<file path="src/wdt_pkg.sv">
package wdt_pkg;
    // Service register location and values
    localparam logic [15:0] SERVICE_ADDR  = 16'hFF99;
    localparam logic [7:0]  SERVICE_KEY   = 8'hAC;
    localparam logic [7:0]  RST_VAL_ON    = 8'h9A;
    localparam logic [7:0]  RST_VAL_OFF   = 8'h1A;
    // Data accesses in this range are never illegal
    localparam logic [15:0] DATA_FREE_LO  = 16'hFB00;
    // Option byte field positions
    localparam int          OPT_WIN_LSB   = 5;
    localparam int          OPT_CEN_BIT   = 4;
    localparam int          OPT_OVF_LSB   = 1;
    localparam int          OPT_LOCK_BIT  = 0;
    // Overflow period is 2^(OVF_BASE_EXP + code) slow clocks
    localparam int          OVF_BASE_EXP  = 10;
    localparam int          CNT_W         = 17;
    localparam logic [7:0]  OPT_RESET     = 8'h00;

    typedef struct packed {
        logic [1:0] window_sel;
        logic       count_enable_option;
        logic [2:0] overflow_sel;
        logic       lowspeed_osc_lock_option;
    } option_s;

    typedef struct packed {
        logic        wr;
        logic        rd;
        logic        bitop;
        logic [15:0] addr;
        logic [7:0]  wdata;
    } cpu_bus_s;

    typedef struct packed {
        logic        valid;
        logic        fetch;
        logic [15:0] addr;
    } mem_access_s;
endpackage : wdt_pkg

</file>
<file path="src/windowed_watchdog_timer.sv">
`timescale 1ns/1ps
// Notes on behaviour
// Writing ACH clears and restarts the counter
// Reset value 9AH if enabled, else 1AH
// Wrong value resets, deferred while clock stopped
// Bit-manipulation write resets, deferred likewise
// Reads return reset value, never written data
// Enable option starts counting and access checks
// Overflow select n gives 2^(10+n) clocks
// Overflow without service raises internal reset
// Window select gives 25/50/75/100 percent open
// Service while window closed raises reset
// First service ignores window, later ones checked
// Clear may shift overflow by two clocks
// Service at final count still clears counter
// Lock option 0 halts counting in HALT/STOP
// Leaving HALT/STOP resumes from held count
// Oscillator stop control halts and keeps count
// Counting continues during flash self-programming
// Shortest overflow with 25 percent forbidden
// Illegal fetch or data access raises reset
// Window closed first part after each restart
// Watchdog resets set the reset-cause flag
// Checks synchronised to slow clock, pulse out
// Bus qualifier marks bit-manipulation accesses
module windowed_watchdog_timer
    import wdt_pkg::*;
(
    input  wire logic        sys_clk,
    input  wire logic        resetn,
    input  wire logic [7:0]  option_byte,
    input  wire logic        lowspeed_clk,
    input  wire cpu_bus_s    cpu_bus,
    input  wire mem_access_s mem_access,
    input  wire logic [15:0] rom_limit,
    input  wire logic [15:0] ram_base,
    input  wire logic        halt_mode,
    input  wire logic        stop_mode,
    input  wire logic        lowspeed_osc_stop_ctrl,
    input  wire logic        flag_clear,
    output logic [7:0]       bus_rdata,
    output logic             wdt_reset_req,
    output logic             watchdog_reset_flag,
    output logic             window_open
);

    // Last count before overflow for a select code
    function automatic logic [CNT_W-1:0] last_of(input logic [2:0] sel);
        logic [CNT_W:0] p;
        p = (CNT_W+1)'(1) << (OVF_BASE_EXP + int'(sel));
        return p[CNT_W-1:0] - 1'b1;
    endfunction : last_of

    // Length of the closed part of the window
    function automatic logic [CNT_W-1:0] closed_of(input logic [2:0] sel,
                                                    input logic [1:0] win);
        logic [CNT_W:0] p;
        logic [CNT_W:0] q;
        p = (CNT_W+1)'(1) << (OVF_BASE_EXP + int'(sel));
        q = (p >> 2) * (CNT_W+1)'(2'd3 - win);
        return q[CNT_W-1:0];
    endfunction : closed_of

    option_s          opt_q;
    logic             opt_loaded_q;
    logic             ls_meta_q;
    logic             ls_sync_q;
    logic             ls_prev_q;
    logic             tick;
    logic [CNT_W-1:0] cnt_q;
    logic             first_done_q;
    logic             svc_pend_q;
    logic             bad_pend_q;
    logic             wr_hit;
    logic             good_wr;
    logic             bad_wr;
    logic             running;
    logic             win_closed;
    logic             at_last;
    logic             illegal;
    logic             fire;
    logic             addr_legal;
    logic [7:0]       reset_value;

    // Option byte is caught once after reset release
    always_ff @(posedge sys_clk) begin
        if (!resetn) begin
            opt_q        <= option_s'(OPT_RESET[6:0]);
            opt_loaded_q <= 1'b0;
        end else if (!opt_loaded_q) begin
            opt_q        <= option_s'(option_byte[6:0]);
            opt_loaded_q <= 1'b1;
        end
    end

    // Slow oscillator is a pin: two flops, then edge detect
    always_ff @(posedge sys_clk) begin
        if (!resetn) begin
            ls_meta_q <= 1'b0;
            ls_sync_q <= 1'b0;
            ls_prev_q <= 1'b0;
        end else begin
            ls_meta_q <= lowspeed_clk;
            ls_sync_q <= ls_meta_q;
            ls_prev_q <= ls_sync_q;
        end
    end

    assign tick = ls_sync_q & ~ls_prev_q;

    // Write decode; the bit-op qualifier marks single-bit writes
    assign wr_hit  = cpu_bus.wr && (cpu_bus.addr == SERVICE_ADDR);
    assign good_wr = wr_hit && !cpu_bus.bitop && (cpu_bus.wdata == SERVICE_KEY);
    assign bad_wr  = wr_hit && (cpu_bus.bitop || cpu_bus.wdata != SERVICE_KEY);

    // Counting stops in low power only when the oscillator may stop
    assign running = opt_loaded_q && opt_q.count_enable_option
                     && (opt_q.lowspeed_osc_lock_option
                         || !(halt_mode || stop_mode || lowspeed_osc_stop_ctrl));

    // Window closed for the leading part after each restart
    assign win_closed = opt_q.count_enable_option && first_done_q
                        && (cnt_q < closed_of(opt_q.overflow_sel,
                                              opt_q.window_sel));

    assign at_last = (cnt_q == last_of(opt_q.overflow_sel));

    // Legal memory areas come from the size register decode
    assign addr_legal = (mem_access.addr < rom_limit) || (mem_access.addr >= ram_base);

    assign illegal = opt_loaded_q && opt_q.count_enable_option && mem_access.valid
                     && !addr_legal
                     && (mem_access.fetch || mem_access.addr < DATA_FREE_LO);

    // Write faults act on the next slow edge, so a stopped clock defers them
    assign fire = illegal
                  || (tick && bad_pend_q)
                  || (tick && svc_pend_q && win_closed)
                  || (tick && running && !svc_pend_q && at_last);

    // Pending service; a new write wins over the tick that consumes one
    always_ff @(posedge sys_clk) begin
        if (!resetn) begin
            svc_pend_q <= 1'b0;
            bad_pend_q <= 1'b0;
        end else if (fire) begin
            svc_pend_q <= 1'b0;
            bad_pend_q <= 1'b0;
        end else begin
            svc_pend_q <= good_wr | (svc_pend_q & ~tick);
            bad_pend_q <= bad_wr | (bad_pend_q & ~tick);
        end
    end

    // Counter; clears take effect on a slow edge, hence up to two clocks of slip
    always_ff @(posedge sys_clk) begin
        if (!resetn) begin
            cnt_q        <= '0;
            first_done_q <= 1'b0;
        end else if (fire) begin
            cnt_q        <= '0;
            first_done_q <= 1'b0;
        end else if (tick && svc_pend_q) begin
            cnt_q        <= '0;
            first_done_q <= 1'b1;
        end else if (tick && running) begin
            cnt_q        <= cnt_q + 1'b1;
        end
    end

    // Reset request is one cycle wide; cause flag is sticky, set wins
    always_ff @(posedge sys_clk) begin
        if (!resetn) begin
            wdt_reset_req       <= 1'b0;
            watchdog_reset_flag <= 1'b0;
        end else begin
            wdt_reset_req       <= fire;
            watchdog_reset_flag <= fire | (watchdog_reset_flag & ~flag_clear);
        end
    end

    // Reads show the reset value only; written data is never stored
    assign reset_value = opt_q.count_enable_option ? RST_VAL_ON : RST_VAL_OFF;

    always_ff @(posedge sys_clk) begin
        if (!resetn) begin
            bus_rdata <= 8'h00;
        end else if (cpu_bus.rd && cpu_bus.addr == SERVICE_ADDR) begin
            bus_rdata <= reset_value;
        end else begin
            bus_rdata <= 8'h00;
        end
    end

    // Window status for software and debug
    always_ff @(posedge sys_clk) begin
        if (!resetn) begin
            window_open <= 1'b0;
        end else begin
            window_open <= running && !win_closed;
        end
    end
endmodule : windowed_watchdog_timer

</file>
<file path="config.mk">
export PLATFORM = sky130hd
export DESIGN_NAME = windowed_watchdog_timer
export DESIGN_NICKNAME = d
export VERILOG_FILES = /design/src/wdt_pkg.sv /design/src/windowed_watchdog_timer.sv
export SDC_FILE = /design/constraint.sdc
export NUM_CORES = 1
export LEC_CHECK = 0
export ABC_AREA = 1
export BUFFER_PORTS_ARGS = -buffer_cell sky130_fd_sc_hd__clkbuf_2
export CORE_ASPECT_RATIO = 0.7
export CORE_MARGIN = 10
export CORE_UTILIZATION = 56
export CTS_CLUSTER_DIAMETER = 30
export CTS_CLUSTER_SIZE = 24
export DETAILED_ROUTE_END_ITERATION = 10
export MAX_ROUTING_LAYER = met4
export PLACE_DENSITY = 0.89
export SLEW_MARGIN = 20
export SYNTH_ARGS = -nofsm -noshare
export SYNTH_HDL_FRONTEND = slang
export SYNTH_SLANG_ARGS = --single-unit
</file>
<file path="constraint.sdc">
create_clock -name sys_clk -period 4.4 [get_ports sys_clk]
set_input_delay 0.22 -clock sys_clk [delete_from_list [all_inputs] [get_ports sys_clk]]
set_output_delay 0.22 -clock sys_clk [all_outputs]
set_load 0.02 [all_outputs]
</file>
---- After elaboration in Yosys (flattened, before gate mapping) ----
Index checks and enable logic that the tools add are counted.
word-level totals
  bits of input ports ..................... 92
  flip-flop bits (word level) ............. 42
  output and inout bits ................... 11
cells by class
  reductions and logical operators ........ 36
  muxes and demuxes ....................... 2
  multiply operators ...................... 1
  bitwise logic cells ..................... 11
  $lt $le $gt $ge ......................... 4
  equal/unequal tests ..................... 4
  add/subtract/negate cells ............... 4
  shift-type cells ........................ 1
operators with widths
  operator                                                              count
  1-bit logical AND                                                     19
  1-bit by 5-bit << shifter with 18-bit output, first input constant    1
  17-bit by 1-bit adder with 17-bit output, second input constant       1
  17-bit == test                                                        1
  17-bit < comparator                                                   1
  17-bit by 3-bit multiplier with 17-bit output                         1
  17-bit by 1-bit subtractor with 17-bit output, second input constant  1
  16-bit == test, second input constant                                 1
  16-bit greater-or-equal comparator                                    1
  16-bit < comparator                                                   1
  16-bit < comparator, second input constant                            1
  1-bit logical OR                                                      9
  8-bit == test, second input constant                                  1
  8-bit two-way mux                                                     1
  8-bit inequality test, second input constant                          1
  4-bit by 3-bit adder with 5-bit output, first input constant          1
  1-bit zero test                                                       5
  1-bit bitwise AND                                                     4
  1-bit NOT                                                             4
  1-bit bitwise OR                                                      3
  3-bit OR reduction                                                    1
  2-bit by 2-bit subtractor with 3-bit output, first input constant     1
  2-bit AND reduction                                                   1
  2-bit OR reduction                                                    1
  1-bit two-way mux                                                     1

---- Depth between registers and ports, before layout ----
  depth in word-level cells ............... 10
  gate-level depth with buffers ........... 25
  gate-level depth less buffers ........... 25

---- Worst setup path before layout ----
No wires, ideal clock.
  path kind ............................... flip-flop to flip-flop
  start point ............................. register opt_q[2] (netlist name)
  end point ............................... register cnt_q[10]
  period minus slack after synthesis ...... 4056 ps
  cell stages (with the launch flop) ...... 22
  path slack .............................. 344 ps
  arrival time ............................ 3915 ps
  cell sequence ........................... dfxtp_1 -> inv_2 -> ha_1 -> nor2_2 -> nand2_1 -> nor2_1 -> ha_1 -> ha_1 -> a21oi_1 -> o21ai_0 -> a21boi_0 -> o21ai_0 -> xor2_1 -> ha_1 -> a21oi_1 -> o21a_1 -> nand2_1 -> a21oi_1 -> nand4_1 -> nand4_2 -> buf_6 -> nor3_2
between the ends
  word-level cells in the longest chain between the ends .. 9
  elaborated cells between the ends (all ways) .. 12
  those cells by class .................... add/sub: 2; mul: 1; order compare: 1; eq/ne: 1; shift: 1; reduce/logical: 6
ends and longest elaborated chain
  item                                            RTL line                                                      source
  start: declaration                              windowed_watchdog_timer.sv:64                                 option_s opt_q;
  start signal: assignment                        windowed_watchdog_timer.sv:88                                 opt_q <= option_s'(OPT_RESET[6:0]);
  start signal: assignment                        windowed_watchdog_timer.sv:91                                 opt_q <= option_s'(option_byte[6:0]);
  4-bit by 3-bit adder with 5-bit output *        windowed_watchdog_timer.sv:50, windowed_watchdog_timer.sv:59
  1-bit by 5-bit << shifter with 18-bit output *  windowed_watchdog_timer.sv:50                                 p = (CNT_W+1)'(1) << (OVF_BASE_EXP + int'(sel));
  17-bit by 3-bit multiplier with 17-bit output   windowed_watchdog_timer.sv:60                                 q = (p >> 2) * (CNT_W+1)'(2'd3 - win);
  17-bit < comparator                             windowed_watchdog_timer.sv:123                                && (cnt_q < closed_of(opt_q.overflow_sel,
  1-bit logical AND                               windowed_watchdog_timer.sv:123
  1-bit logical AND                               windowed_watchdog_timer.sv:138                                || (tick && svc_pend_q && win_closed)
  1-bit logical OR                                windowed_watchdog_timer.sv:138
  1-bit logical OR *                              windowed_watchdog_timer.sv:139                                || (tick && running && !svc_pend_q && at_last);
  3-bit OR reduction (no source line) *           n/a
  end signal: assignment                          windowed_watchdog_timer.sv:167                                cnt_q <= cnt_q + 1'b1;
  end: declaration                                windowed_watchdog_timer.sv:70                                 logic [CNT_W-1:0] cnt_q;
Mark *: on every way between the ends. The rest lies on a longest branch, timed or not.
A chain may end at the register's enable or synchronous reset.

---- Worst setup path after layout ----
  start point ............................. register opt_q[3] (netlist name)
  end point ............................... register cnt_q[8]
The elaborated chain is that of the path after synthesis.

==> impl_metrics.py <==
metrics = {
    "run_status": {
        "status": "completed",
    },
    "setup_path": {
        "rr_endpoint": "cnt_q[8]$_SDFFE_PP0P_",
        "rr_worst_depth": 26,
        "critPathLaunchType": "flop",
        "r2r-start": "opt_q[3]$_SDFFE_PN0N_",
        "cp_max_fo": 10,
        "setup.worst_path.class": "reg2reg",
        "worstPathArrival_ns": 4.32,
        "cp.required_ns": 4.56,
        "endpoint_kind": "flop",
        "worst-r2r-setup-slack_ns": 0.24,
    },
    "clocking": {
        "clock_latency_ns": 0.29,
        "cts_made_buffers": 5,
        "ctsHoldBuffers": 0,
        "root_buffer": "clkbuf_8",
        "clkSinkCount": 36,
        "clk_pin_slew_worst_paths_ns": 0.08,
        "ctsLongestPathBuffers": 2,
        "cts_tree": "done",
        "cts_max_level": 2,
    },
    "drt": {
        "drt_first_pass_iters": 6,
        "finalWirelength_mm": 12.7,
        "drt-initial-drc-count": 401,
        "via_count": 4493,
        "drc": 0,
        "vias_per_cell": 5.34,
        "avgRoutedWirePerCell_um": 15.1,
        "ant_nets": 0,
    },
    "logic_synthesis": {
        "synth_edf_count": 0,
        "synth_top_area_share_pct": 24.4,
        "ys_seq_area_share_pct": 16.7,
        "syn_inst": 629,
        "syn_area_mm2": 0.00431,
        "yosysMostFrequentCell": "nand2_1",
        "ys_top_cells_by_area": "ha_1, dfxtp_1, nand2_1",
        "async_flop_share_pct": 0,
        "syn_avg_cell_area_um2": 6.86,
        "synth_commonest_cells": "nand2_1, inv_1, ha_1, nor2_1, a21oi_1",
        "ys_ff_latch": 36,
        "ys_warn_count": 0,
        "synthDistinctLibCells": 38,
        "yosysTopAreaCell": "ha_1",
        "synth-main-ff-cell": "dfxtp_1",
    },
    "placed_design": {
        "placed_area_mm2": 0.00495,
        "place_congestion": 0.962,
        "place.detailed.hpwl_mm": 10.5,
        "dp_cells": 831,
        "portBuffers": 97,
    },
    "global_route": {
        "grt_pass1_vias": 4362,
        "grt_pass1_wl_mm": 20.5,
        "overflow": 0,
        "grt_usage_pct": 21.2,
        "antenna_found_initial": 0,
        "grt_max_degree": 21,
    },
    "hold_path": {
        "hold_path_depth": 2,
        "hp-start": "flag_clear",
        "min_path_type": "in2reg",
        "min_to": "watchdog_reset_flag$_SDFF_PN0_",
    },
    "timing": {
        "hold_viol_final": 0,
        "max_freq_mhz": 240,
        "fin_crit_ns": 4.16,
        "drv_slew": 0,
        "slew_headroom_pct": 53.1,
        "skew_ns": 0.00233,
        "worst_pin_slew_ns": 0.701,
        "setup_violations": 0,
        "timing.final.crit_share_pct": 94.6,
    },
    "die": {
        "die_h_um": 93.4,
        "core_region_area_mm2": 0.00738,
        "ioPinCount": 103,
        "start_util_pct": 58.4,
        "fp.dieW_um": 125,
        "fp.dieArea_mm2": 0.0117,
        "num_rows": 26,
    },
    "pwr": {
        "p_per_area_mw_per_mm2": 178,
        "p_leak_nw": 2.87,
        "peakVddDrop_uv": 102,
    },
    "cells_and_area": {
        "drive_gt1_share_pct": 21.8,
        "areaGrowthSynthToFinish_pct": 19.8,
        "design_area_mm2": 0.00517,
        "layout.nets": 919,
        "n_antenna_cell": 0,
        "final_cell_count_no_fill": 841,
    },
    "flow_run": {
        "drv_cap": 0,
    },
}
metrics by stage:
stage	power [mW]	hold slack [ns]	worst slack (ns)	setup TNS, ns	utilization (%)
after floorplan	0.547	0.248	0.344	0	-
after global placement	0.626	0.392	0.216	0	67.0
after detailed placement	0.645	0.403	0.0842	0	67.0
after CTS	0.898	0.111	0.0446	0	68.3
after global routing	0.988	0.119	-0.0491	-0.621	70.0
final	0.922	0.116	0.238	0	70.0
routing by layer:
layer	GRT usage (%)	vias to the layer above	wire length (µm)
met4	4.68	0	233
met5	-	-	0
met1	25.8	2054	5460
met3	3.55	32	945
met2	36.5	174	6020
li1	-	2233	-
cell usage in the layout (no fill, tap or decap), types with 2 or more instances in the layout:
cell and n:
nand2_1 131, inv_1 110, clkbuf_2 97, ha_1 81, nor2_1 62, dfxtp_1 34, a21oi_1 33, xor2_1 24
nand3_1 22, nor3_2 18, o21ai_0 18, conb_1 15, nand4_1 11, nor3_1 8, nor4_1 6, xnor2_1 6
a21oi_2 6, clkbuf_8 6, buf_4 6, nor2_4 5, mux2i_1 5, nor2_2 4, inv_2 3, a21o_1 2
o31ai_2 2, o21bai_1 2, a21boi_1 2, nand3b_1 2, ha_4 2, clkinvlp_4 2, dfxtp_2 2
flip-flops by register name (all words and copies together), names as in the netlist:
register and count:
window_open 1, opt_q 7, first_done_q 1, bad_pend_q 1, ls_prev_q 1, watchdog_reset_flag 1, bus_rdata 2, opt_loaded_q 1
svc_pend_q 1, wdt_reset_req 1, cnt_q 17, ls_sync_q 1, ls_meta_q 1
worst max-delay path by stage:
stage / from / endpoint
after floorplan: opt_q[2]$_SDFFE_PN0N_ / cnt_q[10]$_SDFFE_PP0P_
after CTS: opt_q[3]$_SDFFE_PN0N_ / cnt_q[16]$_SDFFE_PP0P_
after global routing: opt_q[3]$_SDFFE_PN0N_ / cnt_q[10]$_SDFFE_PP0P_
final: opt_q[3]$_SDFFE_PN0N_ / cnt_q[8]$_SDFFE_PP0P_
after detailed placement: opt_q[3]$_SDFFE_PN0N_ / cnt_q[4]$_SDFFE_PP0P_
after global placement: opt_q[3]$_SDFFE_PN0N_ / cnt_q[2]$_SDFFE_PP0P_
cell type report:
| cell class | count | area [µm²] |
|---|---|---|
| multi-input cells | 481 | 3220 |
| fillers | 611 | 2220 |
| flip-flops and latches | 36 | 723 |
| repair buffers | 105 | 576 |
| inverters | 113 | 424 |
| well taps | 98 | 123 |
| clock buffers | 6 | 82.6 |
| clock inverters | 2 | 15.0 |
cell families after synthesis:
kind of cell	Yosys count	synth area share [%]
XOR/XNOR	30	6.09
buffers and inverters	126	11.8
AO/OA/AOI/OAI	69	8.73
AND/OR/NAND/NOR	277	30.6
multiplexers	5	1.16
adder cells (fa/ha/maj)	85	24.8
other	1	0.0869
flip-flops	36	16.7
critical path, cell delays in order, from the launching register on:
cell and delay (ns):
dfxtp_2 0.39, inv_1 0.10, ha_4 0.29, buf_4 0.13, inv_2 0.04, nor2_4 0.10, nand2_1 0.10, nor2_1 0.10
ha_1 0.24, ha_1 0.36, a21oi_2 0.18, o21ai_0 0.11, a21oi_1 0.12, o21ai_0 0.13, xor2_1 0.19, ha_1 0.29
nand2_1 0.08, inv_1 0.05, nand3_1 0.11, inv_1 0.05, nand2_1 0.06, nand2_1 0.06, a21oi_2 0.13, nand4_1 0.20
nand4_4 0.19, clkbuf_16 0.19, nor3_2 0.04
power by group:
| group | total (mW) | internal (mW) | switching, mW | leakage (nW) |
|---|---|---|---|---|
| Combinational | 0.322 | 0.138 | 0.184 | 2.54 |
| Clock | 0.259 | 0.127 | 0.132 | 0.0434 |
| Sequential | 0.341 | 0.332 | 0.00914 | 0.293 |
what timing repair did:
action,CTS,global route
gates resized for setup,0,21
buffers inserted,0,1
setup endpoints to repair,0,22
No activity file was read; power rests on OpenSTA's default activity.
